===== src/verilog/rss_pkg.sv =====
// Package for the reset sources and start-up sequencer.
// Assumes a 20 MHz system clock; timer and filter counts derive from that rate, RELEASE_CYC is fixed.
package rss_pkg;
  localparam int CLK_HZ = 20000000;
  // Brown-out mode field encodings
  localparam logic [1:0] BOR_MODE_OFF   = 2'h0;
  localparam logic [1:0] BOR_MODE_SW    = 2'h1;
  localparam logic [1:0] BOR_MODE_NOSLP = 2'h2;
  localparam logic [1:0] BOR_MODE_ON    = 2'h3;
  // Power-up timer: longest period in ms, and its cycle count
  localparam int POWERUP_TIMER_MAX_MS    = 64;
  localparam int POWERUP_TIMER_CYC_64    = (CLK_HZ / 1000) * POWERUP_TIMER_MAX_MS;
  // Release delay after the pin goes high
  localparam int RELEASE_CYC    = 10;
  // Brown-out filter time (ns) and pin noise filter time (ns)
  localparam int BOR_FILTER_NS  = 1000;
  localparam int BOR_FILTER_CYC = (BOR_FILTER_NS * (CLK_HZ / 1000000) + 999) / 1000;
  localparam int PIN_FILTER_NS  = 200;
  localparam int PIN_FILTER_CYC = (PIN_FILTER_NS * (CLK_HZ / 1000000) + 999) / 1000;
  // Reset values of cause flags and software brown-out enable after power-on
  localparam logic RST_ACTIVE_LOW_FLAG = 1'b1;
  localparam logic RST_STACK_FLAG      = 1'b0;
  localparam logic RST_SW_BOR_EN       = 1'b1;
  // Sequencer states
  typedef enum logic [2:0] {
    ST_POR, ST_BORWAIT, ST_POWERUP_TIMER, ST_PINWAIT, ST_DELAY, ST_RUN
  } rss_state_t;
endpackage


===== src/verilog/rss_filter_if.sv =====
// Interface between the sequencer and its glitch filter.
// Assumes one clock domain shared by both ends.
`timescale 1ns/1ps
`default_nettype none
interface rss_filter_if;
  logic rawIn;     // Level to be filtered
  logic filtered;  // Level held stable for the filter time
  modport owner  (output rawIn, input filtered);
  modport filter (input rawIn, output filtered);
endinterface
`default_nettype wire


===== src/verilog/rss_sequencer.sv =====
// Reset sources combiner and start-up sequencer.
// Assumes analog POR/brown-out outputs and the pin are synchronous-ish levels;
// the pin is resynchronised anyway. Flags are written by software via ports.
`timescale 1ns/1ps
`default_nettype none
module rss_sequencer
  import rss_pkg::*;
#(
  parameter int POWERUP_TIMER_CYC = POWERUP_TIMER_CYC_64
) (
  input  wire logic       clk,                   // 20 MHz system clock
  input  wire logic       reset,                 // Synchronous reset, active high
  input  wire logic       porActive,             // Analog power-on reset active
  input  wire logic       progModeExit,          // Pulse: leaving programming mode
  input  wire logic [1:0] brownoutModeSel,       // Brown-out mode field
  input  wire logic       swBrownoutEnableWr,    // Pulse: write software enable
  input  wire logic       swBrownoutEnableIn,    // Value for software enable
  input  wire logic       detectorReady,         // Analog detector warmed up
  input  wire logic       supplyBelow,           // Supply below brown-out level
  input  wire logic       sleepMode,             // Core is in sleep
  input  wire logic       powerupTimerSel,       // Power-up timer enabled
  input  wire logic       lowVoltageProgEnable,  // Low-voltage programming bit
  input  wire logic       pinResetEnable,        // Pin-reset enable bit
  input  wire logic       extResetPinIn,         // Reset pin level, active low
  input  wire logic       swPullupEnable,        // Software pull-up control
  input  wire logic       watchdogTimeout,       // Pulse: watchdog expired
  input  wire logic       watchdogClearInstr,    // Pulse: watchdog clear executed
  input  wire logic       sleepInstr,            // Pulse: sleep executed
  input  wire logic       resetInstr,            // Pulse: reset instruction
  input  wire logic       stackErrorResetEnable, // Stack error reset enable
  input  wire logic       stackOverflow,         // Pulse: stack overflow
  input  wire logic       stackUnderflow,        // Pulse: stack underflow
  input  wire logic       execViolation,         // Pulse: illegal fetch
  input  wire logic [7:0] flagWrData,            // Software data for cause flags
  input  wire logic       flagWr,                // Pulse: software flag write
  output logic            coreReset,             // Core reset, active high
  output logic            brownoutDetectorOn,    // Detector enable to analog
  output logic            swBrownoutEnable,      // Software enable bit readback
  output logic            brownoutReady,         // Detector ready status
  output logic            pinPullupOn,           // Weak pull-up on reset pin
  output logic            pinResetFunction,      // Pin works as reset input
  output logic            extResetPinOe,         // Pin output enable, never set
  output logic            brownoutCauseFlag,     // Low: brown-out happened
  output logic            pinResetCauseFlag,     // Low: pin reset happened
  output logic            instrResetCauseFlag,   // Low: reset instruction
  output logic            watchdogResetCauseFlag,// Low: watchdog reset
  output logic            stackOverflowFlag,     // High: stack overflow reset
  output logic            stackUnderflowFlag,    // High: stack underflow reset
  output logic            execViolationFlag,     // Low: execution violation
  output logic            timeoutFlag,           // Low: watchdog time-out
  output logic            powerdownFlag          // Low: sleep entered
);
  localparam int PW = $clog2(POWERUP_TIMER_CYC + 1);

  rss_state_t  state_reg;
  rss_state_t  state_next;
  logic [PW-1:0] powerup_timer_reg;
  logic [3:0]  delay_reg;
  logic        pinSync1_reg;
  logic        pinSync2_reg;
  logic        borFilt_reg;
  logic [7:0]  borCnt_reg;
  logic        borActive;
  logic        pinEnabled;
  logic        pinLow;
  logic        coldStart;
  logic        warmReset;
  logic        borLowLong;
  logic        swEn_reg;
  logic        protect;
  logic        startWait;
  rss_filter_if pinIf ();

  // Pin reset function enable
  assign pinEnabled = lowVoltageProgEnable | pinResetEnable;

  // Detector operating per mode
  always_comb begin
    case (brownoutModeSel)
      BOR_MODE_ON:    borActive = 1'b1;
      BOR_MODE_NOSLP: borActive = ~sleepMode;
      BOR_MODE_SW:    borActive = swEn_reg;
      default:        borActive = 1'b0;
    endcase
  end
  // Protection acts only once armed
  assign protect = borActive & detectorReady;

  // Start waits for ready and good supply in modes 11 and 10 only
  assign startWait = (brownoutModeSel == BOR_MODE_ON || brownoutModeSel == BOR_MODE_NOSLP)
                     & (~detectorReady | supplyBelow);

  // Software brown-out enable, ignored in effect outside mode 01
  always_ff @(posedge clk) begin
    if (reset || porActive || progModeExit) begin
      swEn_reg <= RST_SW_BOR_EN;
    end else if (swBrownoutEnableWr) begin
      swEn_reg <= swBrownoutEnableIn;
    end
  end

  // Brown-out filter: supply must stay low beyond the filter time
  always_ff @(posedge clk) begin
    if (reset || !protect || !supplyBelow) begin
      borCnt_reg <= 8'h00;
      borFilt_reg <= 1'b0;
    end else if (borCnt_reg >= 8'(BOR_FILTER_CYC)) begin
      borFilt_reg <= 1'b1;
    end else begin
      borCnt_reg <= borCnt_reg + 8'h01;
    end
  end
  assign borLowLong = borFilt_reg & supplyBelow;

  // Two-stage pin synchroniser
  always_ff @(posedge clk) begin
    if (reset) begin
      pinSync1_reg <= 1'b1;
      pinSync2_reg <= 1'b1;
    end else begin
      pinSync1_reg <= extResetPinIn;
      pinSync2_reg <= pinSync1_reg;
    end
  end
  assign pinIf.rawIn = pinSync2_reg;

  // Noise filter on pin reset path
  rss_glitch_filter #(
    .CYCLES (PIN_FILTER_CYC),
    .INIT   (1'b1)
  ) uPinFilter (
    .clk   (clk),
    .reset (reset),
    .f     (pinIf)
  );
  assign pinLow = pinEnabled & ~pinIf.filtered;

  // Cold start: power-on, programming exit, or filtered brown-out
  assign coldStart = porActive | progModeExit | borLowLong;
  // Warm resets restart from the release delay path
  // A watchdog expiry during sleep only wakes the core; it is not a reset
  assign warmReset = (watchdogTimeout & ~sleepMode) | resetInstr | execViolation
                     | (stackErrorResetEnable & (stackOverflow | stackUnderflow));

  // Sequencer next state
  always_comb begin
    state_next = state_reg;
    case (state_reg)
      ST_POR:     state_next = ST_BORWAIT;
      ST_BORWAIT: if (!startWait) state_next = powerupTimerSel ? ST_POWERUP_TIMER : ST_PINWAIT;
      ST_POWERUP_TIMER:    if (powerup_timer_reg == '0) state_next = ST_PINWAIT;
      ST_PINWAIT: if (!pinLow) state_next = ST_DELAY;
      ST_DELAY:   if (delay_reg == 4'h0) state_next = ST_RUN;
      ST_RUN:     state_next = ST_RUN;
      default:    state_next = ST_POR;
    endcase
    if (coldStart) state_next = ST_POR;
    else if (warmReset || pinLow) state_next = ST_PINWAIT;
  end

  // State register
  always_ff @(posedge clk) begin
    if (reset) begin
      state_reg <= ST_POR;
    end else begin
      state_reg <= state_next;
    end
  end

  // Power-up timer, abandoned for the pin wait whenever the enabled reset pin is low
  always_ff @(posedge clk) begin
    if (reset || state_reg != ST_POWERUP_TIMER) begin
      powerup_timer_reg <= PW'(POWERUP_TIMER_CYC - 1);
    end else if (powerup_timer_reg != '0) begin
      powerup_timer_reg <= powerup_timer_reg - PW'(1);
    end
  end

  // Release delay counter
  always_ff @(posedge clk) begin
    if (reset || state_reg != ST_DELAY) begin
      delay_reg <= 4'(RELEASE_CYC - 1);
    end else if (delay_reg != 4'h0) begin
      delay_reg <= delay_reg - 4'h1;
    end
  end

  // Core reset, brown-out and pin outputs, all registered
  always_ff @(posedge clk) begin
    if (reset) begin
      coreReset <= 1'b1;
      brownoutDetectorOn <= 1'b0;
      swBrownoutEnable <= RST_SW_BOR_EN;
      brownoutReady <= 1'b0;
      pinPullupOn <= 1'b1;
      pinResetFunction <= 1'b1;
      extResetPinOe <= 1'b0;
    end else begin
      coreReset <= (state_next != ST_RUN);
      brownoutDetectorOn <= borActive;
      swBrownoutEnable <= swEn_reg;
      brownoutReady <= protect;
      pinPullupOn <= pinEnabled | swPullupEnable;
      pinResetFunction <= pinEnabled;
      extResetPinOe <= 1'b0;
    end
  end

  // Cause flags: hardware events win over software writes
  always_ff @(posedge clk) begin
    if (reset || porActive || progModeExit) begin
      brownoutCauseFlag <= 1'b0;
      pinResetCauseFlag <= RST_ACTIVE_LOW_FLAG;
      instrResetCauseFlag <= RST_ACTIVE_LOW_FLAG;
      watchdogResetCauseFlag <= RST_ACTIVE_LOW_FLAG;
      stackOverflowFlag <= RST_STACK_FLAG;
      stackUnderflowFlag <= RST_STACK_FLAG;
      execViolationFlag <= RST_ACTIVE_LOW_FLAG;
      timeoutFlag <= RST_ACTIVE_LOW_FLAG;
      powerdownFlag <= RST_ACTIVE_LOW_FLAG;
    end else begin
      if (flagWr) begin
        brownoutCauseFlag <= flagWrData[0];
        pinResetCauseFlag <= flagWrData[3];
        instrResetCauseFlag <= flagWrData[2];
        watchdogResetCauseFlag <= flagWrData[4];
        stackOverflowFlag <= flagWrData[7];
        stackUnderflowFlag <= flagWrData[6];
        execViolationFlag <= flagWrData[1];
      end
      if (borLowLong) begin
        brownoutCauseFlag <= 1'b0;
        pinResetCauseFlag <= 1'b1;
        instrResetCauseFlag <= 1'b1;
        stackOverflowFlag <= 1'b0;
        stackUnderflowFlag <= 1'b0;
        timeoutFlag <= 1'b1;
        powerdownFlag <= 1'b1;
      end
      if (pinLow && state_reg == ST_RUN) pinResetCauseFlag <= 1'b0;
      if (resetInstr) instrResetCauseFlag <= 1'b0;
      if (execViolation) execViolationFlag <= 1'b0;
      if (stackErrorResetEnable && stackOverflow) stackOverflowFlag <= 1'b1;
      if (stackErrorResetEnable && stackUnderflow) stackUnderflowFlag <= 1'b1;
      if (watchdogClearInstr) begin
        timeoutFlag <= 1'b1;
        powerdownFlag <= 1'b1;
      end
      if (sleepInstr) begin
        timeoutFlag <= 1'b1;
        powerdownFlag <= 1'b0;
      end
      if (watchdogTimeout) begin
        timeoutFlag <= 1'b0;
        watchdogResetCauseFlag <= sleepMode ? watchdogResetCauseFlag : 1'b0;
      end
    end
  end
endmodule
`default_nettype wire


===== src/verilog/rss_glitch_filter.sv =====
// Glitch filter: output follows input only after it has been stable.
// Assumes input already synchronous to clk.
`timescale 1ns/1ps
`default_nettype none
module rss_glitch_filter #(
  parameter int CYCLES = 4,
  parameter logic INIT = 1'b1
) (
  input  wire logic clk,            // System clock
  input  wire logic reset,          // Synchronous reset
  rss_filter_if.filter f            // Filter link
);
  logic [15:0] cnt_reg;
  logic        out_reg;
  // Count stable cycles differing from output, then follow
  always_ff @(posedge clk) begin
    if (reset) begin
      cnt_reg <= 16'h0000;
      out_reg <= INIT;
    end else if (f.rawIn == out_reg) begin
      cnt_reg <= 16'h0000;
    end else if (cnt_reg >= 16'(CYCLES - 1)) begin
      cnt_reg <= 16'h0000;
      out_reg <= f.rawIn;
    end else begin
      cnt_reg <= cnt_reg + 16'h0001;
    end
  end
  assign f.filtered = out_reg;
endmodule
`default_nettype wire


===== config.mk =====
export PLATFORM = sky130hd
export DESIGN_NAME = rss_sequencer
export DESIGN_NICKNAME = d
export VERILOG_FILES = /design/src/verilog/rss_pkg.sv /design/src/verilog/rss_filter_if.sv /design/src/verilog/rss_sequencer.sv /design/src/verilog/rss_glitch_filter.sv
export SDC_FILE = /design/constraint.sdc
export NUM_CORES = 1
export LEC_CHECK = 0
export BUFFER_PORTS_ARGS = -buffer_cell sky130_fd_sc_hd__buf_2
export CORE_MARGIN = 5
export CORE_UTILIZATION = 49
export DETAILED_ROUTE_END_ITERATION = 8
export GPL_ROUTABILITY_DRIVEN = 0
export PLACE_DENSITY = 0.78
export SYNTH_ARGS = -nofsm -noshare
export SYNTH_HDL_FRONTEND = slang
export SYNTH_SLANG_ARGS = --single-unit

===== constraint.sdc =====
create_clock -name clk -period 1.7 [get_ports clk]
set_input_delay 0.255 -clock clk [delete_from_list [all_inputs] [get_ports clk]]
set_output_delay 0.255 -clock clk [all_outputs]
set_load 0.05 [all_outputs]

==> impl_results.md, run 1 <==
- Status: finished with violations
- Failing checks: setup timing
- Signed area change from the synthesized netlist to the final layout: 37.1%
- Design Area, Final: roughly 3800 µm²
- Drt wl/cell: approximately 14 µm
- EDFF count, synth: 0
- Worst slack after detailed placement: -0.186 ns
- Achievable Freq: around 0.55 GHz
- Clock latency on the worst-skew pair: 0.34 ns
- Count of final max-slew check failures: 0
- Setup repair after global routing missed its margin: yes
- Floorplan Core Area: roughly 5500 µm²
- Clock tree from TritonCTS: yes
- Clock sinks: around 70
- Yosys top cell area share: around 52%
- Critical path arrival: approximately 2.1 ns
- Worst path setup slack after routing: -0.112 ns
- Clock root cell: sky130_fd_sc_hd__clkbuf_8
- Timing startpoint of the critical path: powerup_timer_reg[11]$_SDFFE_PP0N_
- Starting DRT DRC Count: between 80 and 90
- Clock Pin Slew Worst Setup and Hold Paths: around 0.080 ns
- Period utilization: 107%
- DRT Wirelength: around 6500 µm
- Path depth of the worst reg2reg path: 5
- Placed cell areas: 3420 µm²
- First-pass GRT wire length: just over 10000 µm
- Total of flip-flops plus latches after synthesis: a little over 70
- Distinct cell type count after synthesis: 52
- Kind of capture point of the worst setup path: flip-flop
- Top area cells in the synthesized netlist: sky130_fd_sc_hd__dfxtp_1, sky130_fd_sc_hd__nand2_1, sky130_fd_sc_hd__nor2_1
- Class of the most critical setup path: flip-flop to flip-flop
- H-tree depth: 3
- MaxCap Viol Count: 0
- Post-synthesis area per instance: about 9.5 µm²
- Fill cell total of the finished layout: between 400 and 500
- Deepest clock path buffer count: 2
- Antenna Cells: 0
- Worst ir drop on vdd: about 520 µV
- Internal reg-to-reg setup slack: -0.11 ns
- Critical-path cell with the highest stage delay: sky130_fd_sc_hd__or4_4
- Sequential element share of the synthesized area: between 50% and 60%
- Req. time, crit path: ~2.0 ns
- TritonCTS buffer count: 9
- Critical path peak fanout: 3
- Period minus WS final: ~1.8 ns
- Critical path buffers and inverters: 0
- Worst path top cell family by delay: simple AND/OR/NAND/NOR gates
- Post-synthesis cell count: ~300
- Post-cts hold buffer count: 0
- Hold crit path type: input pin to flip-flop
- Clock tree skew after final layout: 0.00976 ns
- Synth async-reset ratio: 0%
- Via count normalized by instance count: 5.12
- Final #Nets: 437
- Starting density of the core: 50.5%
- Ys flop type: sky130_fd_sc_hd__dfxtp_1
- Cell mode on critical path: sky130_fd_sc_hd__nand2_1
- Sum of overflow across all layers after global routing: 0
- Leakage power: about 0.0015 µW
- Overall global routing resource usage: between 10% and 20%
- Die height: 85.5 µm
- Kind of start point of the critical path: flip-flop
- Antenna viol nets, final: 0
- Count of warnings emitted by yosys: 0
- Number of antenna violations at the first check in global routing: 0
- Share of final-layout standard cells stronger than drive strength 1: 34.6%
- Final hold viol count: 0
- Setup crit end: powerup_timer_reg[14]$_SDFFE_PP0N_
- Number of global-route vias before repair: around 2300
- Origin of the worst min-delay path: extResetPinIn
- Source of the worst register-to-register timing path: powerup_timer_reg[11]$_SDFFE_PP0N_
- # DRC: 0
- Library cell with the highest instance count after synthesis: sky130_fd_sc_hd__dfxtp_1
- Port buffer count: between 40 and 50
- DR pass1 iterations: 4
- Number of setup violations in the final report: 16
- Largest net degree at the start of global routing: 16
- Total number of placement rows: 27
- Series of cell instances along the critical path: or4_4, nor4_4, nand2_1, or4_1, nand2_1
- Synthesized cell area: roughly 2800 µm²
- Largest stage delay on the critical path: 0.58 ns
- Die W: between 80 and 90 µm
- Pwr/cell area: around 840 nW/µm²
- DP Wirelength: 4380 µm
- Count of cell instances traversed by the critical path: 5
- Number of ports placed on the die boundary: 49
- Via Count: approximately 2400
- Largest area contributor in the netlist: sky130_fd_sc_hd__dfxtp_1
- Crit Reg-Reg Endpoint: powerup_timer_reg[14]$_SDFFE_PP0N_
- Max FFs per register: 21
- Synth top cells by count: sky130_fd_sc_hd__dfxtp_1, sky130_fd_sc_hd__nand2_1, sky130_fd_sc_hd__nor2_1
- Overall die area: roughly 7300 µm²
timing repair:
action                                  in CTS  in global routing
resized for setup                           18                 25
setup buffers                                1                  3
cloned                                       0                  1
endpoints found under the setup margin      23                 21
pin swaps                                    1                 13
cells in the final DEF (no fill, tap or decap), drive strengths merged, types with 4 or more instances in the layout:
master	count
clkbuf	10
mux2i	6
nor4	8
dfxtp	72
nand2	30
conb	15
inv	12
and3	5
nand2b	4
nand4	5
nor2b	5
nor2	23
xor2	9
a21oi	10
nor3	11
nand3	10
or2	4
or4	5
o21ai	16
ha	6
xnor2	7
buf	86
final cells by class:
type	instances	area (µm²)	area share [%]
clock buffers	10	128	3.33
clock inverters	5	58.8	1.53
inverters	12	47.5	1.24
multi-input cells	217	1520	39.5
flip-flops and latches	72	1450	37.7
well taps	72	90.1	2.35
repair buffers	86	549	14.3
where the power goes:
| part | switching [µW] | internal (µW) | total (µW) |
|---|---|---|---|
| clock network | 624 | 670 | 1290 |
| logic | 113 | 69.5 | 183 |
| registers | 15.3 | 1720 | 1740 |
how the worst min path moves through the flow:
stage,to,slack (ns),cells past startpoint
global route,pinSync1_reg$_SDFF_PP1_,0.09,2
global placement,pinIf.rawIn$_SDFF_PP1_,0.39,1
CTS,pinSync1_reg$_SDFF_PP1_,0.08,2
floorplan,execViolationFlag$_SDFFE_PP1P_,0.35,1
detailed placement,pinIf.rawIn$_SDFF_PP1_,0.39,1
finish,pinSync1_reg$_SDFF_PP1_,0.1,2
through the flow:
stage | util (%) | power, µW | instances | TNS [ns] | hold slack [ns]
after floorplan | - | 1880 | 308 | -0.116 | 0.354
after global placement | 61.7 | 1950 | 454 | -1.40 | 0.394
after detailed placement | 61.7 | 1950 | 454 | -2.20 | 0.394
after CTS | 66.8 | 3230 | 470 | -0.387 | 0.0797
after global routing | 69.2 | 3340 | 474 | -2.22 | 0.0875
final | 69.2 | 3210 | 474 | -0.709 | 0.0977
kinds of logic after synthesis:
| family | after synthesis | share of synthesized area (%) |
|---|---|---|
| other | 1 | 0.134 |
| flip-flops | 72 | 51.5 |
| AO/OA/AOI/OAI | 48 | 11.1 |
| XOR/XNOR | 16 | 5.01 |
| adder cells (fa/ha/maj) | 6 | 2.68 |
| AND/OR/NAND/NOR | 122 | 23.4 |
| multiplexers | 9 | 3.36 |
| buffers and inverters | 20 | 2.86 |
layer usage:
metal  track usage (%)  wire length (µm)  vias up
li1                  -                 -     1241
met1              20.4              2790     1113
met2              30.4              3210       57
met3              4.23               335       17
met4              9.50               169        0
met5                 0                 0        -
Power figures use the tool's default switching activity.
==> run 2: changes to the inputs <==
--- a/config.mk
+++ b/config.mk
@@ -14,3 +14,4 @@
 export SYNTH_ARGS = -nofsm -noshare
 export SYNTH_HDL_FRONTEND = slang
 export SYNTH_SLANG_ARGS = --single-unit
+export TNS_END_PERCENT = 5
==> run 2 against run 1 <==
  * Worst hold slack lost 0.0019 ns
  * Critical path depth is the same
  * The flow still finishes with violations (setup timing)
  * Clock skew shrank 0.0037 ns
  * Largest cell class is now sequential cells
  * Die area is the same
  * Power grew 3.5%
  * Setup slack lost 0.021 ns
  * Routed wire length shrank 7.7%
  * Fmax shrank 1.1%
  * Via count shrank 0.58%
==> impl_results.md, run 2 (same netlist as run 1, synthesis figures left out) <==
- Status: finished with violations
- Failing checks: setup timing
- Share of power burned in registers: 52.2% (-1.9 points)
- Most frequent cells in the layout: sky130_fd_sc_hd__dfxtp_1, sky130_fd_sc_hd__buf_2, sky130_fd_sc_hd__buf_4
- Critical path arrival: 2.11 ns (about the same)
- Count of final max-slew check failures: 0 (unchanged)
- Leading cell type in the layout, fill and taps excluded: sky130_fd_sc_hd__dfxtp_1
- Worst path top cell family by delay: simple AND/OR/NAND/NOR gates
- Critical path peak fanout: 3 (unchanged)
- Sum of overflow across all layers after global routing: 0 (unchanged)
- First-pass GRT wire length: 10200 µm (-1.1%)
- Fraction of power consumed by the clock network: 42.2% (+1.9 points)
- Terminating pin of the worst hold path: pinPullupOn$_SDFF_PP1_
- Path depth of the worst reg2reg path: 5 (unchanged)
- MaxCap Viol Count: 0 (unchanged)
- Clock latency on the worst-skew pair: 0.34 ns (about the same)
- Antenna viol nets, final: 0 (unchanged)
- Period minus WS final: 1.83 ns (+0.0207 ns)
- Source of the worst register-to-register timing path: powerup_timer_reg[5]$_SDFFE_PP1N_
- Post-cts hold buffer count: 0 (unchanged)
- DRT Wirelength: 6000 µm (-7.7%)
- Worst path setup slack after routing: -0.132 ns (-0.0207 ns)
- Antenna Cells: 0 (unchanged)
- Power Internal: 2560 µW (+4.1%)
- Cell mode on critical path: sky130_fd_sc_hd__nand2_1
- Setup repair bufs after CTS: 0 (-1)
- TritonCTS buffer count: 9 (unchanged)
- Met1 wire length: 2720 µm (-2.3%)
- Pwr/cell area: 887 nW/µm² (+5.9%)
- Critical path buffers and inverters: 0 (unchanged)
- Number of antenna violations at the first check in global routing: 0 (unchanged)
- Number of ports placed on the die boundary: 49 (unchanged)
- WHS Path Cells: 2 (unchanged)
- Area of the multi-input gates: 1430 µm² (-5.5%)
- Die W: 85.5 µm (unchanged)
- Sequential Area: 1440 µm² (-0.17%)
- Count of cell instances traversed by the critical path: 5 (unchanged)
- Overall global routing resource usage: 17.1% (-0.65 points)
- Met3 layer wire length in the routed design: 307 µm (-8.4%)
- Largest net degree at the start of global routing: 16 (unchanged)
- Leakage power: 0.00151 µW (-2.1%)
- H-tree depth: 3 (unchanged)
- Worst ir drop on vdd: 454 µV (-13%)
- Post-Route Utilization: 67.6% (-1.6 points)
- Routed wl met2: 2870 µm (-11%)
- Starting density of the core: 50.5% (unchanged)
- Final hold viol count: 0 (unchanged)
- Port buffer count: 46 (unchanged)
- Share of final-layout standard cells stronger than drive strength 1: 31.4% (-3.2 points)
- Total number of placement rows: 27 (unchanged)
- Deepest clock path buffer count: 2 (unchanged)
- Hold crit path type: input pin to flip-flop
- Critical-path cell with the highest stage delay: sky130_fd_sc_hd__or4_4
- Setup repair after global routing missed its margin: yes
- Internal reg-to-reg setup slack: -0.13 ns (-0.02 ns)
- DR pass1 iterations: 4 (unchanged)
- Origin of the worst min-delay path: swPullupEnable
- Clock sinks: 72 (unchanged)
- Clock tree skew after final layout: 0.00609 ns (-0.00367 ns)
- Clock root cell: sky130_fd_sc_hd__clkbuf_8
- Class of the most critical setup path: flip-flop to flip-flop
- Largest stage delay on the critical path: 0.55 ns (-0.03 ns)
- Gate power share: 5.6% (about the same)
- Number of setup violations in the final report: 16 (unchanged)
- Clock tree from TritonCTS: yes
- Achievable Freq: 0.546 GHz (-1.1%)
- Req. time, crit path: 1.98 ns (about the same)
- Setup_tns: -0.770 ns (-0.0613 ns)
- Top layer reached by signal wires: met4
- Via Count: 2414 (-0.58%)
- Total net switching power: 764 µW (+1.6%)
- Signed area change from the synthesized netlist to the final layout: 34.0%
- Via count normalized by instance count: 5.14 (+0.27%)
- Final #Nets: 432 (-1.1%)
- Kind of start point of the critical path: flip-flop
- Floorplan Core Area: 5540 µm² (unchanged)
- Max FFs per register: 21 (unchanged)
- Clock Pin Slew Worst Setup and Hold Paths: 0.08 ns (about the same)
- Period utilization: 108% (+1.2 points)
- Fill cell total of the finished layout: 420 (+2.9%)
- Overall die area: 7320 µm² (unchanged)
- # DRC: 0 (unchanged)
- Crit Reg-Reg Endpoint: powerup_timer_reg[14]$_SDFFE_PP0N_
- Series of cell instances along the critical path: or4_4, nor4_4, nand2_1, or4_1, nand2_1
- Kind of capture point of the worst setup path: flip-flop
- Number of global-route vias before repair: 2375 (+2.0%)
- Die height: 85.5 µm (unchanged)
- Starting DRT DRC Count: 81 (-9.0%)
- Switching power share of the total: 23.0% (-0.43 points)
- Drt wl/cell: 12.8 µm (-6.9%)
- DP Wirelength: 4310 µm (-1.8%)
run 2: cell types whose count changed in the layout (fill, tap and decap cells not counted), sizes merged:
cell      change
buf           -4
clkbuf        +1
clkinvlp      -1
inv           +1
nand3         -1
run 2: area by class of cell:
type	instances	share of cell area (%)
multi-input cells	216	38.2
repair buffers	82	13.9
well taps	72	2.40
clock inverters	5	1.70
flip-flops and latches	72	38.5
clock buffers	11	4.04
inverters	12	1.20
run 2: power by group through the flow:
stage | sequential (µW) | clock [µW] | combinational (µW)
3_5_place_dp | 1780 | 0 | 181
5_1_grt | 1740 | 1520 | 205
2_1_floorplan | 1810 | 0 | 74.9
3_3_place_gp | 1770 | 0 | 176
6_report | 1740 | 1400 | 185
4_1_cts | 1740 | 1440 | 183
run 2: how the worst max path moves through the flow:
| stage | startpoint | to | slack [ns] |
|---|---|---|---|
| floorplan | powerup_timer_reg[5]$_SDFFE_PP1N_ | powerup_timer_reg[14]$_SDFFE_PP0N_ | -0.11 |
| global placement | powerup_timer_reg[0]$_SDFFE_PP1N_ | powerup_timer_reg[14]$_SDFFE_PP0N_ | -0.1 |
| detailed placement | powerup_timer_reg[0]$_SDFFE_PP1N_ | powerup_timer_reg[10]$_SDFFE_PP1N_ | -0.21 |
| CTS | powerup_timer_reg[5]$_SDFFE_PP1N_ | powerup_timer_reg[10]$_SDFFE_PP1N_ | -0.13 |
| global route | powerup_timer_reg[5]$_SDFFE_PP1N_ | powerup_timer_reg[14]$_SDFFE_PP0N_ | -0.22 |
| finish | powerup_timer_reg[5]$_SDFFE_PP1N_ | powerup_timer_reg[14]$_SDFFE_PP0N_ | -0.13 |
run 2: metal layers:
layer	vias up	global-route usage, %
met5	-	0
met4	0	8.92
met3	10	3.07
met2	55	27.9
met1	1121	21.5
li1	1228	-
run 2: per-stage QoR:
| stage | power [µW] | area, µm² | cells | hold WS, ns | worst slack, ns |
|---|---|---|---|---|---|
| 6_report | 3320 | 3750 | 470 | 0.0959 | -0.132 |
| 5_1_grt | 3460 | 3750 | 470 | 0.0692 | -0.225 |
| 2_1_floorplan | 1880 | 2860 | 308 | 0.354 | -0.108 |
| 3_5_place_dp | 1960 | 3420 | 454 | 0.398 | -0.209 |
| 3_3_place_gp | 1950 | 3420 | 454 | 0.395 | -0.0989 |
| 4_1_cts | 3360 | 3690 | 470 | 0.0761 | -0.127 |
run 2: timing repair:
action,in CTS,in global routing
pin swaps,5,3
endpoints found under the setup margin,21,23
resized for setup,14,10
endpoints found under the hold margin,0,0
==> run 3: changes to the inputs <==
--- a/config.mk
+++ b/config.mk
@@ -5,12 +5,13 @@
 export SDC_FILE = /design/constraint.sdc
 export NUM_CORES = 1
 export LEC_CHECK = 0
+export ABC_AREA = 1
 export BUFFER_PORTS_ARGS = -buffer_cell sky130_fd_sc_hd__buf_2
 export CORE_MARGIN = 5
-export CORE_UTILIZATION = 49
+export CORE_UTILIZATION = 56
 export DETAILED_ROUTE_END_ITERATION = 8
 export GPL_ROUTABILITY_DRIVEN = 0
-export PLACE_DENSITY = 0.78
+export PLACE_DENSITY = 0.83
 export SYNTH_ARGS = -nofsm -noshare
 export SYNTH_HDL_FRONTEND = slang
 export SYNTH_SLANG_ARGS = --single-unit
==> constraint.sdc (replaced) <==
create_clock -name clk -period 2.1 [get_ports clk]
set_input_delay 0.315 -clock clk [delete_from_list [all_inputs] [get_ports clk]]
set_output_delay 0.315 -clock clk [all_outputs]
set_load 0.05 [all_outputs]
==> run 3 against run 2 <==
  * The flow now finishes without violations
  * Core utilization shrank 1.6 points
  * Global-route usage grew 1.5 points
  * Combinational power shrank 18%
  * Clock power shrank 34%
  * Non-clock buffer count shrank 36
  * Highest routed layer unchanged
  * Synthesized cell count grew 37%
  * Fmax grew 18%
==> impl_results.md, run 3 <==
- Status: complete, no violations
- Source of the worst register-to-register timing path: powerup_timer_reg[0]$_SDFFE_PP1N_
- Largest net degree at the start of global routing: 25 (+9)
- Setup repair bufs after CTS: 0 (unchanged)
- Count of final max-slew check failures: 0 (unchanged)
- Signed area change from the synthesized netlist to the final layout: 16.5%
- Number of placed cells counting well taps: 531 (+17%)
- Top area cells in the synthesized netlist: sky130_fd_sc_hd__dfxtp_1, sky130_fd_sc_hd__nand2_1, sky130_fd_sc_hd__nor2_1
- Kind of capture point of the worst setup path: flip-flop
- Antenna Cells: 0 (unchanged)
- Arithmetic-cell share of the synthesized area counting full adders, half adders and majority gates: 2.45% (-0.23 points)
- Combinational family with the most area after synthesis: simple AND/OR/NAND/NOR gates
- Req. time, crit path: 2.33 ns (+0.35 ns)
- Share of final-layout standard cells stronger than drive strength 1: 18.5% (-13 points)
- Number of non-filler instances in the completed layout: 547 (+16%)
- Number of antenna violations at the first check in global routing: 0 (unchanged)
- Period minus WS final: 1.55 ns (-0.279 ns)
- Clock Pin Slew Worst Setup and Hold Paths: 0.07 ns (about the same)
- GR met1 Demand/Resource: 22.9% (+1.4 points)
- Via count normalized by instance count: 4.78 (-7.0%)
- TritonCTS buffer count: 9 (unchanged)
- Path depth of the worst reg2reg path: 7 (+2)
- Sequential element share of the synthesized area: 47.1% (-4.5 points)
- DR pass1 iterations: 6 (+2)
- Max FFs per register: 21 (unchanged)
- Leakage power: 0.00157 µW (+4.4%)
- Leading cell type in the layout, fill and taps excluded: sky130_fd_sc_hd__nand2_1
- Most frequent cells in the layout: sky130_fd_sc_hd__nand2_1, sky130_fd_sc_hd__nor2_1, sky130_fd_sc_hd__dfxtp_1
- First-pass GRT wire length: 10700 µm (+4.7%)
- Setup_tns: 0 ns (+0.770 ns)
- Synth top cells by count: sky130_fd_sc_hd__nand2_1, sky130_fd_sc_hd__nor2_1, sky130_fd_sc_hd__dfxtp_1
- Clock tree from TritonCTS: yes
- Number of setup violations in the final report: 0 (-16)
- DP Wirelength: 4660 µm (+8.3%)
- Number of global-route vias before repair: 2512 (+5.8%)
- Overall global routing resource usage: 18.6% (+1.5 points)
- Achievable Freq: 0.644 GHz (+18%)
- Ys flop type: sky130_fd_sc_hd__dfxtp_1
- Critical path peak fanout: 24 (+21)
- H-tree depth: 3 (unchanged)
- Critical path arrival: 1.79 ns (-0.32 ns)
- Library cell with the highest instance count after synthesis: sky130_fd_sc_hd__nand2_1
- Via Count: 2612 (+8.2%)
- Simple-Gate Fraction of Synth Area: 32.0% (+8.7 points)
- Post-synthesis area per instance: 7.58 µm² (-20%)
- Clock latency on the worst-skew pair: 0.34 ns (about the same)
- Die W: 83.9 µm (-1.9%)
- Post-cts repair resize count: 0 (-14)
- Period utilization: 74.0% (-34 points)
- Final hold viol count: 0 (unchanged)
- WHS Path Cells: 2 (unchanged)
- Clock sinks: 72 (unchanged)
- Hold crit path type: input pin to flip-flop
- Count of warnings emitted by yosys: 0 (unchanged)
- Met2 global-route usage: 30.2% (+2.3 points)
- Terminating pin of the worst hold path: pinSync1_reg$_SDFF_PP1_
- Synthesized cell area: 3060 µm² (+9.5%)
- Total of flip-flops plus latches after synthesis: 72 (unchanged)
- Antenna viol nets, final: 0 (unchanged)
- Most Used Layer, Global Route: met2
- Largest area contributor in the netlist: sky130_fd_sc_hd__dfxtp_1
- Port buffer count: 46 (unchanged)
- Sum of overflow across all layers after global routing: 0 (unchanged)
- Pwr/cell area: 694 nW/µm² (-22%)
- Total number of placement rows: 27 (unchanged)
- Floorplan Core Area: 5410 µm² (-2.4%)
- Drt wl/cell: 11.2 µm (-12%)
- Multiplexer share of the synthesized area: 0.327% (-3.0 points)
- Clock root cell: sky130_fd_sc_hd__clkbuf_8
- Number of ports placed on the die boundary: 49 (unchanged)
- Distinct cell type count after synthesis: 40 (-23%)
- # DRC: 0 (unchanged)
- Starting DRT DRC Count: 194 (+140%)
- Clock tree skew after final layout: 0.00602 ns (-0.0000660 ns)
- Yosys top cell area share: 47.1% (-4.5 points)
- Kind of start point of the critical path: flip-flop
- Crit Reg-Reg Endpoint: powerup_timer_reg[18]$_SDFFE_PP0N_
- Origin of the worst min-delay path: extResetPinIn
- Setup repair after global routing missed its margin: no
- DRT Wirelength: 6150 µm (+2.4%)
- Final #Nets: 509 (+18%)
- Met3 Use GR: 6.12% (+3.0 points)
- Worst ir drop on vdd: 573 µV (+26%)
- Starting density of the core: 56.6% (+6.2 points)
- EDFF count, synth: 0 (unchanged)
- Synth Area in Compound Gates: 7.32% (-3.7 points)
- Post-synthesis xor/xnor area fraction: 3.72% (-1.3 points)
- Overall die area: 7050 µm² (-3.7%)
- MaxCap Viol Count: 0 (unchanged)
- Deepest clock path buffer count: 2 (unchanged)
- Class of the most critical setup path: flip-flop to flip-flop
- Post-cts hold buffer count: 0 (unchanged)
- Post-synthesis cell count: 404 (+37%)
- Die height: 83.9 µm (-1.9%)
- Internal reg-to-reg setup slack: 0.55 ns (+0.68 ns)
- Synth async-reset ratio: 0% (unchanged)
==> run 3: cell types whose count changed after synthesis, sizes merged, moves of 4 or more <==
cell / change
nor4: -7
nor2: +62
nor2b: -5
clkbuf: -5
o21ai: -4
and3: -5
or4: -5
mux2i: -5
nand2b: -4
nand2: +60
inv: +36
nand3: +17
==> run 3: critical path: stages, from the launching register on <==
cell and delay (ns):
sky130_fd_sc_hd__dfxtp_1 0.33, sky130_fd_sc_hd__inv_2 0.13, sky130_fd_sc_hd__ha_1 0.16, sky130_fd_sc_hd__nand2_1 0.07
sky130_fd_sc_hd__nor2_2 0.18, sky130_fd_sc_hd__nand3_4 0.26, sky130_fd_sc_hd__a21oi_1 0.23, sky130_fd_sc_hd__nor2_1 0.06
==> run 3: cell families after synthesis <==
kind of cell	after synthesis
AND/OR/NAND/NOR	222
flip-flops	72
buffers and inverters	53
AO/OA/AOI/OAI	36
XOR/XNOR	13
adder cells (fa/ha/maj)	6
other	1
multiplexers	1
==> run 3: worst max path at each step <==
stage	start	end	slack (ns)	cells after the start
finish	powerup_timer_reg[0]$_SDFFE_PP1N_	powerup_timer_reg[18]$_SDFFE_PP0N_	0.55	7
global route	powerup_timer_reg[0]$_SDFFE_PP1N_	powerup_timer_reg[4]$_SDFFE_PP1N_	0.38	7
CTS	powerup_timer_reg[0]$_SDFFE_PP1N_	powerup_timer_reg[18]$_SDFFE_PP0N_	0.54	7
detailed placement	powerup_timer_reg[0]$_SDFFE_PP1N_	powerup_timer_reg[18]$_SDFFE_PP0N_	0.55	7
global placement	powerup_timer_reg[0]$_SDFFE_PP1N_	powerup_timer_reg[18]$_SDFFE_PP0N_	0.58	7
floorplan	powerup_timer_reg[0]$_SDFFE_PP1N_	powerup_timer_reg[3]$_SDFFE_PP1N_	0.82	8
==> run 3: per-layer routing <==
| metal | vias to the layer above | part of all wire [%] |
|---|---|---|
| met2 | 49 | 48 |
| met3 | 16 | 4.0 |
| met1 | 1150 | 46 |
| met4 | 0 | 2.1 |
| met5 | - | 0 |
| li1 | 1397 | - |
==> run 3: power breakdown <==
group / total [µW] / switching, µW / internal, µW / leakage [µW]
Clock: 919 / 493 / 427 / 0.0000793
Sequential: 1410 / 11.3 / 1390 / 0.000589
Combinational: 152 / 102 / 50.5 / 0.000904
==> run 3: final cells by class <==
cell class | instances | area, µm²
fillers | 462 | 1840
multi-input cells | 293 | 1460
flip-flops and latches | 72 | 1440
repair buffers | 46 | 230
inverters | 48 | 180
clock buffers | 11 | 131
well taps | 72 | 90.1
clock inverters | 5 | 33.8
==> run 3: per-stage QoR <==
stage	hold WS (ns)	power, µW	setup WS (ns)	util [%]	cell area [µm²]
floorplan	0.389	1530	0.815	-	3110
global placement	0.391	1580	0.578	62.9	3400
detailed placement	0.408	1590	0.549	62.9	3400
CTS	0.138	2500	0.535	66.0	3570
global route	0.152	2600	0.381	66.0	3570
finish	0.152	2480	0.547	66.0	3570
